`src/verilog/tpg_pkg.sv`:
```
// tpg_pkg: constants and types for the serial-link test pattern generator.
// assumes a 32-bit APB slave with byte addresses on an 8-bit paddr.
package tpg_pkg;

  localparam int NLANE = 16;          // lanes 0-7 group a, 8-15 group b
  localparam int GRP   = 8;           // lanes per group

  // ----------------------------------------------------------------
  // register map (byte addresses)
  // ----------------------------------------------------------------
  localparam logic [7:0] ADDR_CTRL = 8'h00;
  localparam logic [7:0] ADDR_LINK = 8'h04;
  localparam logic [7:0] ADDR_PWR  = 8'h08;
  localparam logic [7:0] ADDR_STAT = 8'h0C;

  // ctrl fields
  localparam int CTRL_EN_BIT    = 0;
  localparam int CTRL_FEC_BIT   = 1;
  localparam int CTRL_ENC64_BIT = 2;
  localparam int CTRL_N12_BIT   = 3;
  localparam int CTRL_SEL_LSB   = 4;
  localparam int CTRL_MODE_LSB  = 8;
  // link fields
  localparam int LINK_LANE_LSB  = 0;
  localparam int LINK_KM1_LSB   = 16;
  localparam int LINK_FM1_LSB   = 25;
  // power fields
  localparam int PWR_OFF_BIT    = 0;
  localparam int PWR_PDA_BIT    = 1;
  localparam int PWR_PDB_BIT    = 2;

  // reset values
  localparam logic [15:0] RST_LANE_EN = 16'hFFFF;
  localparam logic [8:0]  RST_KM1     = 9'h01F;
  localparam logic [3:0]  RST_FM1     = 4'h0;
  localparam logic [7:0]  RST_MODE    = 8'h00;

  // ----------------------------------------------------------------
  // pattern constants
  // ----------------------------------------------------------------
  localparam logic [7:0]  OCT_D215 = 8'hB5;
  localparam logic [7:0]  OCT_K285 = 8'hBC;
  localparam logic [7:0]  OCT_ONES = 8'hFF;
  localparam logic [7:0]  OCT_ZERO = 8'h00;
  localparam logic [3:0]  NIB_MAX  = 4'hF;
  localparam logic [3:0]  NIB_TAIL = 4'h0;
  localparam int          RPAT_LEN = 12;
  localparam logic [3:0]  RPAT_LAST = 4'hB;
  localparam logic [95:0] RPAT_TBL =
    96'hBED7_2347_6B8F_B314_5EFB_3559;
  localparam logic [30:0] SEED_BASE = 31'h0000_0001;

  // prbs tap indices (bit n-a sits at state index a-1)
  localparam int T7A  = 5;  localparam int T7B  = 6;
  localparam int T9A  = 4;  localparam int T9B  = 8;
  localparam int T15A = 13; localparam int T15B = 14;
  localparam int T23A = 17; localparam int T23B = 22;
  localparam int T31A = 27; localparam int T31B = 30;

  // ----------------------------------------------------------------
  // types
  // ----------------------------------------------------------------
  typedef enum logic [3:0] {
    TP_OFF    = 4'h0, TP_PRBS7 = 4'h1, TP_PRBS9 = 4'h2,
    TP_PRBS15 = 4'h3, TP_PRBS23 = 4'h4, TP_PRBS31 = 4'h5,
    TP_CLOCK  = 4'h6, TP_RAMP  = 4'h7, TP_SHORT = 4'h8,
    TP_D215   = 4'h9, TP_K285  = 4'hA, TP_ILA   = 4'hB,
    TP_RPAT   = 4'hC
  } tpg_test_t;

  typedef enum logic [1:0] {
    RUN_IDLE = 2'b00, RUN_WAIT = 2'b01, RUN_DATA = 2'b11
  } tpg_run_t;

  typedef struct packed {
    logic [7:0] octet;
    logic       is_k;
    logic       raw;
  } tpg_lane_t;

  typedef struct packed {
    logic                          link_en;
    logic                          fec;
    logic                          enc64;
    logic                          n12;
    tpg_test_t                     sel;
    logic [7:0]                    mode_idx;
    logic [NLANE-1:0]              lane_en;
    logic [8:0]                    km1;
    logic [3:0]                    fm1;
    logic                          pwr_off;
    logic                          pd_a;
    logic                          pd_b;
    tpg_run_t                      run;
    logic [3:0]                    oct;
    logic [8:0]                    frm;
    logic                          odd;
    logic [7:0]                    ramp;
    logic [3:0]                    rpat;
    logic                          clk_hi;
    logic [NLANE-1:0][30:0]        prbs;
    logic [31:0]                   prdata;
    tpg_lane_t [NLANE-1:0]         lane;
    logic [NLANE-1:0]              tx_en;
    logic                          cgs_req;
  } tpg_state_t;

endpackage
```
`src/verilog/tpg_gen.sv`:
```
// tpg_gen: test pattern generator and sync-header mode control for the
// serial transmit lanes, with power-down gating of the lane drivers.
// assumes the link layer encodes/scrambles octets unless raw is set,
// and reports on link_data_phase when ILA or serializer init is done.
//
// The APB register port and the register offsets are this design's own decisions.
`timescale 1ns/100ps

module tpg_gen
  import tpg_pkg::*;
(
  input  wire logic                        pclk,
  input  wire logic                        presetn,
  input  wire logic                        psel,
  input  wire logic                        penable,
  input  wire logic                        pwrite,
  input  wire logic [7:0]                  paddr,
  input  wire logic [31:0]                 pwdata,
  output logic [31:0]                      prdata,
  output logic                             pready,
  output logic                             pslverr,
  input  wire logic                        power_down_pin,
  input  wire logic                        link_data_phase,
  input  wire logic                        sync_req_n,
  input  wire logic [tpg_pkg::NLANE-1:0][7:0] fmt_octet,
  output tpg_pkg::tpg_lane_t [tpg_pkg::NLANE-1:0] lane_out,
  output logic [tpg_pkg::NLANE-1:0]        lane_tx_en,
  output logic                             sh_fec,
  output logic                             sh_crc12,
  output logic [7:0]                       link_mode_index,
  output logic                             cgs_req,
  output logic                             ila_repeat,
  output logic                             powered_down
);
  import tpg_pkg::*;

  // ----------------------------------------------------------------
  // state
  // ----------------------------------------------------------------
  // every flop of the block sits in this one struct
  tpg_state_t r_reg;
  tpg_state_t r_next;

  // ----------------------------------------------------------------
  // prbs: eight serial steps per octet, first bit in the msb
  // ----------------------------------------------------------------
  function automatic logic [38:0] prbs8(input logic [30:0] s_in,
                                        input tpg_test_t m);
    logic [30:0] s;
    logic [7:0]  b;
    logic        fb;
    s  = s_in;
    b  = OCT_ZERO;
    fb = 1'b0;
    for (int i = 0; i < 8; i++)
    begin
      case (m)
        TP_PRBS7:  fb = s[T7A] ^ s[T7B];
        TP_PRBS9:  fb = s[T9A] ^ s[T9B];
        TP_PRBS15: fb = s[T15A] ^ s[T15B];
        TP_PRBS23: fb = s[T23A] ^ s[T23B];
        TP_PRBS31: fb = s[T31A] ^ s[T31B];
        default:   fb = 1'b0;
      endcase
      s = {s[29:0], fb};
      b = {b[6:0], fb};
    end
    return {b, s};
  endfunction

  // ----------------------------------------------------------------
  // combinational helpers
  // ----------------------------------------------------------------
  // decode of the registered configuration, the pin and paddr, valid every cycle
  logic        pd;
  logic        only8;
  logic        bad_mode;
  logic        bypass;
  logic        is_prbs;
  logic        hit;
  logic        frame_end;
  logic [31:0] rd_val;
  // scratch shared by the per-lane loop, cleared at the top of the next-state block
  logic [38:0] pr;
  logic [63:0] w12;
  logic [3:0]  li;
  logic [7:0]  val;

  // mode classes
  always_comb
  begin
    pd       = power_down_pin | r_reg.pwr_off;
    is_prbs  = (r_reg.sel >= TP_PRBS7) && (r_reg.sel <= TP_PRBS31);
    only8    = (r_reg.sel == TP_K285) || (r_reg.sel == TP_ILA) ||
               (r_reg.sel == TP_RPAT);
    // 8b/10b-only patterns are refused on a 64b/66b link
    bad_mode = only8 && r_reg.enc64;
    // these never wait for the link layer to finish alignment
    bypass   = is_prbs || (r_reg.sel == TP_CLOCK) ||
               (r_reg.sel == TP_D215) || (r_reg.sel == TP_K285);
    hit      = (paddr == ADDR_CTRL) || (paddr == ADDR_LINK) ||
               (paddr == ADDR_PWR) || (paddr == ADDR_STAT);
    frame_end = (r_reg.oct == r_reg.fm1);
  end

  // read mux
  always_comb
  begin
    rd_val = 32'h0000_0000;
    case (paddr)
      ADDR_CTRL:
      begin
        rd_val[CTRL_EN_BIT]    = r_reg.link_en;
        rd_val[CTRL_FEC_BIT]   = r_reg.fec;
        rd_val[CTRL_ENC64_BIT] = r_reg.enc64;
        rd_val[CTRL_N12_BIT]   = r_reg.n12;
        rd_val[CTRL_SEL_LSB +: 4]  = r_reg.sel;
        rd_val[CTRL_MODE_LSB +: 8] = r_reg.mode_idx;
      end
      ADDR_LINK:
      begin
        rd_val[LINK_LANE_LSB +: NLANE] = r_reg.lane_en;
        rd_val[LINK_KM1_LSB +: 9]      = r_reg.km1;
        rd_val[LINK_FM1_LSB +: 4]      = r_reg.fm1;
      end
      ADDR_PWR:
      begin
        rd_val[PWR_OFF_BIT] = r_reg.pwr_off;
        rd_val[PWR_PDA_BIT] = r_reg.pd_a;
        rd_val[PWR_PDB_BIT] = r_reg.pd_b;
      end
      ADDR_STAT:
        // run state, pin, any driver on, refused mode
        rd_val[4:0] = {bad_mode, |r_reg.tx_en, power_down_pin,
                       r_reg.run};
      default:
        rd_val = 32'h0000_0000;
    endcase
  end

  // ----------------------------------------------------------------
  // next state
  // ----------------------------------------------------------------
  always_comb
  begin
    r_next = r_reg;
    pr     = 39'h0;
    w12    = 64'h0;
    li     = 4'h0;
    val    = OCT_ZERO;

    // apb: read data is captured in the setup cycle
    if (psel && !penable && !pwrite)
      r_next.prdata = rd_val;
    // writes land at the access edge; unmapped ones change nothing
    if (psel && penable && pwrite)
    begin
      case (paddr)
        ADDR_CTRL:
        begin
          r_next.link_en  = pwdata[CTRL_EN_BIT];
          r_next.fec      = pwdata[CTRL_FEC_BIT];
          r_next.enc64    = pwdata[CTRL_ENC64_BIT];
          r_next.n12      = pwdata[CTRL_N12_BIT];
          r_next.mode_idx = pwdata[CTRL_MODE_LSB +: 8];
          // selection frozen while the link runs
          if (!r_reg.link_en)
            r_next.sel = tpg_test_t'(pwdata[CTRL_SEL_LSB +: 4]);
        end
        ADDR_LINK:
        begin
          r_next.lane_en = pwdata[LINK_LANE_LSB +: NLANE];
          r_next.km1     = pwdata[LINK_KM1_LSB +: 9];
          r_next.fm1     = pwdata[LINK_FM1_LSB +: 4];
        end
        ADDR_PWR:
        begin
          r_next.pwr_off = pwdata[PWR_OFF_BIT];
          r_next.pd_a    = pwdata[PWR_PDA_BIT];
          r_next.pd_b    = pwdata[PWR_PDB_BIT];
        end
        default:
          r_next.prdata = r_reg.prdata;
      endcase
    end

    // run sequencer: idle, wait for alignment, data
    case (r_reg.run)
      RUN_IDLE:
        if (r_reg.link_en && !pd)
        begin
          r_next.run = RUN_WAIT;
          // distinct nonzero seeds: no lane shares a phase or locks up
          for (int l = 0; l < NLANE; l++)
            r_next.prbs[l] = SEED_BASE + 31'(l);
        end
      RUN_WAIT:
        if (!r_reg.link_en || pd)
          r_next.run = RUN_IDLE;
        else if (bypass || link_data_phase)
          r_next.run = RUN_DATA;
      RUN_DATA:
        if (!r_reg.link_en || pd)
          r_next.run = RUN_IDLE;
      default:
        r_next.run = RUN_IDLE;
    endcase

    // frame, multiframe and pattern counters
    if (r_reg.run != RUN_DATA)
    begin
      r_next.oct    = 4'h0;
      r_next.frm    = 9'h000;
      r_next.odd    = 1'b0;
      r_next.ramp   = OCT_ZERO;
      r_next.rpat   = 4'h0;
      r_next.clk_hi = 1'b1;
    end
    else
    begin
      r_next.oct    = frame_end ? 4'h0 : r_reg.oct + 4'h1;
      r_next.clk_hi = ~r_reg.clk_hi;
      r_next.rpat   = (r_reg.rpat == RPAT_LAST) ? 4'h0
                                                : r_reg.rpat + 4'h1;
      // ramp wraps past 0xFF by its own width
      r_next.ramp   = r_reg.ramp + 8'h01;
      // frame parity selects between the two 8-bit pattern frames
      if (frame_end)
      begin
        r_next.odd = ~r_reg.odd;
        if (r_reg.frm == r_reg.km1)
        begin
          r_next.frm  = 9'h000;
          r_next.ramp = OCT_ZERO;
        end
        else
          r_next.frm = r_reg.frm + 9'h001;
      end
    end

    // per-lane octet selection
    for (int l = 0; l < NLANE; l++)
    begin
      li  = 4'(l % GRP);
      pr  = prbs8(r_reg.prbs[l], r_reg.sel);
      // five 12-bit words then the tail nibble, msb octet first
      w12 = {NIB_MAX - li, li, 4'h1, NIB_MAX - li, li, 4'h2,
             NIB_MAX - li, li, 4'h3, NIB_MAX - li, li, 4'h4,
             NIB_MAX - li, li, 4'h5, NIB_TAIL};
      // formatter data passes unless a test pattern owns the lane
      r_next.lane[l].octet = fmt_octet[l];
      r_next.lane[l].is_k  = 1'b0;
      r_next.lane[l].raw   = 1'b0;
      // refused modes keep formatter data; the fault shows in status
      if (r_reg.run == RUN_DATA && !bad_mode)
      begin
        case (r_reg.sel)
          TP_PRBS7, TP_PRBS9, TP_PRBS15, TP_PRBS23, TP_PRBS31:
          begin
            r_next.prbs[l]       = pr[30:0];
            r_next.lane[l].octet = pr[38:31];
            r_next.lane[l].raw   = 1'b1;
          end
          // clk_hi flips each octet: eight ones, then eight zeros
          TP_CLOCK:
          begin
            r_next.lane[l].octet = r_reg.clk_hi ? OCT_ONES
                                                : OCT_ZERO;
            r_next.lane[l].raw   = 1'b1;
          end
          TP_RAMP:
            r_next.lane[l].octet = r_reg.ramp;
          TP_SHORT:
          begin
            val = {4'h0, li};
            if (r_reg.n12)
              r_next.lane[l].octet = w12[8*(7 - (r_reg.oct % 8)) +: 8];
            else
              r_next.lane[l].octet = r_reg.odd ? OCT_ONES - val
                                               : val;
          end
          TP_D215:
            r_next.lane[l].octet = OCT_D215;
          TP_K285:
          begin
            r_next.lane[l].octet = OCT_K285;
            r_next.lane[l].is_k  = 1'b1;
          end
          TP_RPAT:
            r_next.lane[l].octet =
              RPAT_TBL[8*(RPAT_LEN - 1 - r_reg.rpat) +: 8];
          default:
            r_next.lane[l].octet = fmt_octet[l];
        endcase
      end
    end

    // driver enables follow the link mode lanes, not the test
    for (int l = 0; l < NLANE; l++)
      r_next.tx_en[l] = r_reg.lane_en[l] && r_reg.link_en && !pd &&
                        !((l < GRP) ? r_reg.pd_a : r_reg.pd_b);

    // each sync request restarts code group sync in ila mode
    r_next.cgs_req = (r_reg.sel == TP_ILA) && !bad_mode &&
                     (r_reg.run != RUN_IDLE) && !sync_req_n;
  end

  // ----------------------------------------------------------------
  // state register
  // ----------------------------------------------------------------
  always_ff @(posedge pclk or negedge presetn)
  begin
    // constants only here; nonzero resets come from the package, except clk_hi
    if (!presetn)
    begin
      r_reg          <= '0;
      r_reg.sel      <= TP_OFF;
      r_reg.run      <= RUN_IDLE;
      r_reg.lane_en  <= RST_LANE_EN;
      r_reg.km1      <= RST_KM1;
      r_reg.fm1      <= RST_FM1;
      r_reg.mode_idx <= RST_MODE;
      r_reg.clk_hi   <= 1'b1;
    end
    else
      r_reg <= r_next;
  end

  // ----------------------------------------------------------------
  // outputs
  // ----------------------------------------------------------------
  // zero-wait slave: a defined error on unmapped addresses
  assign pready          = 1'b1;
  assign pslverr         = psel && penable && !hit;
  assign prdata          = r_reg.prdata;
  assign lane_out        = r_reg.lane;
  // pin gates drivers without a register stage for immediate shutoff
  assign lane_tx_en      = r_reg.tx_en & {NLANE{~power_down_pin}};
  assign sh_fec          = r_reg.fec;
  // checksum mode is the 12-bit crc whenever fec is off; no 3-bit variant exists
  assign sh_crc12        = ~r_reg.fec;
  // lane count and rate follow the mode index, never the test
  assign link_mode_index = r_reg.mode_idx;
  assign cgs_req         = r_reg.cgs_req;
  // link layer keeps replaying alignment while this is high
  assign ila_repeat      = (r_reg.sel == TP_ILA) && !bad_mode;
  assign powered_down    = pd;

endmodule

```
`config.mk`:
```
export PLATFORM = sky130hd
export DESIGN_NAME = tpg_gen
export DESIGN_NICKNAME = d
export VERILOG_FILES = /design/src/verilog/tpg_pkg.sv /design/src/verilog/tpg_gen.sv
export SDC_FILE = /design/constraint.sdc
export NUM_CORES = 2
export LEC_CHECK = 0
export ABC_AREA = 1
export ABC_CLOCK_PERIOD_IN_PS = 2800
export BUFFER_PORTS_ARGS = -buffer_cell sky130_fd_sc_hd__buf_2
export CORE_UTILIZATION = 51
export DETAILED_ROUTE_END_ITERATION = 10
export PLACE_DENSITY = 0.69
export SLEW_MARGIN = 5
export SYNTH_ARGS = -nofsm -noshare
export SYNTH_HDL_FRONTEND = slang
export SYNTH_SLANG_ARGS = --single-unit
```
`constraint.sdc`:
```
create_clock -name pclk -period 2.8 [get_ports pclk]
set_input_delay 0.28 -clock pclk [delete_from_list [all_inputs] [get_ports pclk]]
set_output_delay 0.28 -clock pclk [all_outputs]
set_load 0.03 [all_outputs]
```
==> metrics.md <==
| Metric | Value |
|---|---|
| Status | `complete, no violations` |
| Area growth syn-to-layout | `17.2%` |
| Pre-Repair DR Iteration Count | `6` |
| Synthesized netlist cell count | `5679` |
| Total global-route track usage | `32.3%` |
| FMAX | `0.392 GHz` |
| Die Wd | `289 um` |
| Finished Cell Area | `49100 um2` |
| First-pass GRT wire length | `212000 um` |
| Fin. Hold Viols | `0` |
| Minimum clock period | `2.55 ns` |
| Crit path from | `r_reg[775]` |
| Async SR Flop Fraction | `100%` |
| Core area | `80900 um2` |
| Hold WC Path Type | `primary input to register` |
| Setup CP Type | `register to register` |
| Via count | `39500` |
| Root Driver | `clkbuf_16` |
| Setup ws final | `0.250 ns` |
| Worst slew pin tran | `1.07 ns` |
| Aggregate global routing overflow | `0` |
| Commonest non-fill, non-tap cell in the layout | `nand2_1` |
| Most Used Layer, Global Route | `met2` |
| Max-Cap Viols | `0` |
| Setup violators final | `0` |
| FF-to-FF Start | `r_reg[775]` |
| Clk pin slew, worst setup/hold paths | `0.06 ns` |
| Worst EP required | `3.33 ns` |
| Worst slack, placed | `0.0800 ns` |
| Avg WL per Cell | `18.9 um` |
| Total negative slack | `0 ns` |
| Peak supply drop | `0.000417 V` |
| LEAKAGE | `25.7 nW` |
| Finished Core Util | `60.7%` |
| Critical-path maximum fanout | `29` |
| CTS Sinks | `749` |
| WP data arrival | `3.08 ns` |
| Row count | `104` |
| Initial Util | `51.8%` |
| Number of library cell types mapped by synthesis | `46` |
| CP Launch Type | `register` |
| Post-route DRC | `0` |
| Num ports | `399` |
| Met3 Use GR | `6.22%` |
| Port Buf Inserts | `391` |
| Antenna Nets Post-Route | `0` |
| Final Max Tran Viols | `0` |
| Met1 GRT Util | `44.8%` |
| CTS tree | `built` |
| Number of flops mapped to enable cells by yosys | `0` |
| Critical Path End Type | `register` |
| Post-synthesis sequential area ratio | `44.8%` |
| DR vias/cell | `5.50` |
| Skew-Pair Late Insertion Delay | `0.65 ns` |
| Met2 Use GR | `50.5%` |
| Unrepaired setup endpoints after global routing | `false` |
| Number of flip-flops in the largest register | `557` |
| Die area | `83400 um2` |
| WL final | `136000 um` |
| YS warnings | `0` |
| H-tree levels | `3` |
| Vias in the first global route | `37500` |
| Die height | `289 um` |
| Fin crit share | `91.1%` |
| GPL Wtd Cong | `0.977` |
| Syn Area/Cell | `7.39 um2` |
| Layout Nets | `6240` |
| Pin count of the biggest net entering global routing | `138` |
| Worst Skew | `0.0314 ns` |
| Clock Tree Buf Depth | `3` |
| Mapped Area | `41900 um2` |
| Initial antenna violation count | `4` |
| Max-Slew Margin vs Limit | `28.9%` |
| Detailed placer's ending HPWL | `92800 um` |
| Post CTS Setup Buffer Count | `0` |
| Commonest non-fill, non-tap cells in the layout | `nand2_1 (1546), dfrtp_1 (727), inv_1 (716), nor2_1 (662), o22ai_1 (463)` |
| Layout cells sized above 1 | `12.5%` |
| Dpl cell area | `44700 um2` |
| Starting DRC count in detailed routing | `4099` |
| Total CTS buffers | `85` |
| Hold path start | `fmt_octet[36]` |
| Dominant synthesized flop cell | `dfrtp_1` |
| Power per cell area | `618 nW/um2` |
| #FFs+latches synth | `749` |
-- layout make-up --
cell class / instances / area, um2
fill: 7330 / 31800
sequential: 749 / 18800
multi-input combinational: 3780 / 18000
timing repair buffer: 714 / 5420
inverter: 724 / 2740
clock buffer: 118 / 2420
tap: 1060 / 1330
clock inverter: 35 / 442
antenna: 1 / 2.50
-- critical path, cell delays in order, from the launching register on --
cell and delay, ns:
dfrtp_1 0.48, inv_1 0.17, nand2_1 0.23, nor2_4 0.09
buf_12 0.19, buf_4 0.21, nand2_1 0.09, nand3_1 0.09
nor2_2 0.45, nand2_1 0.10, nand3_1 0.11, nand3_1 0.09
nor2_1 0.11, nor2_1 0.04
-- repair_timing --
action,4_1_cts,5_1_grt
gates resized for setup,0,2
endpoints found under the hold margin,215,0
setup endpoints to repair,0,5
hold buffers,159,0
-- cell usage after synthesis (5+ instances only) --
cell / number / area share, %
nor2_1: 675 / 6.0
mux2_2: 13 / 0.35
clkbuf_1: 82 / 0.73
nand2_2: 5 / 0.075
inv_1: 716 / 6.4
a31oi_1: 44 / 0.66
o22ai_1: 463 / 6.9
nor3_1: 38 / 0.45
or2_2: 6 / 0.089
or2_0: 14 / 0.21
buf_4: 203 / 3.6
dfrtp_1: 727 / 43
inv_2: 5 / 0.045
o21ai_0: 232 / 2.8
nand3_1: 264 / 3.1
nor4_1: 44 / 0.66
nand2_1: 1550 / 14
nand4_1: 11 / 0.16
ha_1: 10 / 0.30
and2_1: 6 / 0.089
xnor2_1: 146 / 3.0
dfstp_2: 22 / 1.4
a21oi_1: 163 / 1.9
buf_1: 18 / 0.16
xor2_1: 62 / 1.3
o21bai_1: 8 / 0.14
buf_2: 120 / 1.4
-- kinds of logic after synthesis --
family | Yosys count | share of synthesized area, %
adders and majority gates | 10 | 0.298
buffers and inverters | 1152 | 12.6
DFF | 749 | 44.8
muxes | 13 | 0.349
AOI/OAI and AO/OA | 920 | 12.6
and+or+nand+nor | 2625 | 25.1
other | 2 | 0.0179
xor gates and xnor gates | 208 | 4.34
-- power by group --
part	total, mW	switching [mW]	internal [mW]	leakage (nW)
sequential	13.5	1.40	12.1	7.93
clock	11.5	4.65	6.88	1.41
combinational	5.32	3.21	2.11	16.4
-- final timing paths --
check / to / cells past startpoint / slack (ns)
max in group asynchronous: r_reg[765] / 4 / 1.66
max: lane_out[152] / 13 / 0.25
max reg2reg: lane_out[152] / 13 / 0.25
min reg2reg: prdata[0] / 2 / 0.47
min: lane_out[46] / 3 / 0.03
min in group asynchronous: link_mode_index[5] / 2 / 0.19
-- through the flow --
stage | hold WS, ns | instances | power (mW)
2_1_floorplan | -0.0156 | 5681 | 17.1
3_3_place_gp | 0.274 | 6868 | 18.5
3_5_place_dp | 0.282 | 6868 | 18.7
4_1_cts | 0.0202 | 7180 | 30.4
5_1_grt | 0.0394 | 7180 | 31.8
6_report | 0.0322 | 7181 | 30.4
-- routing by layer --
layer  vias up  wire length, um
met2      1626            61100
met3       259            11400
met4         6             4990
met1     18900            58300
li1      18700                -
met5         -               41
Power figures use the tool's default switching activity.
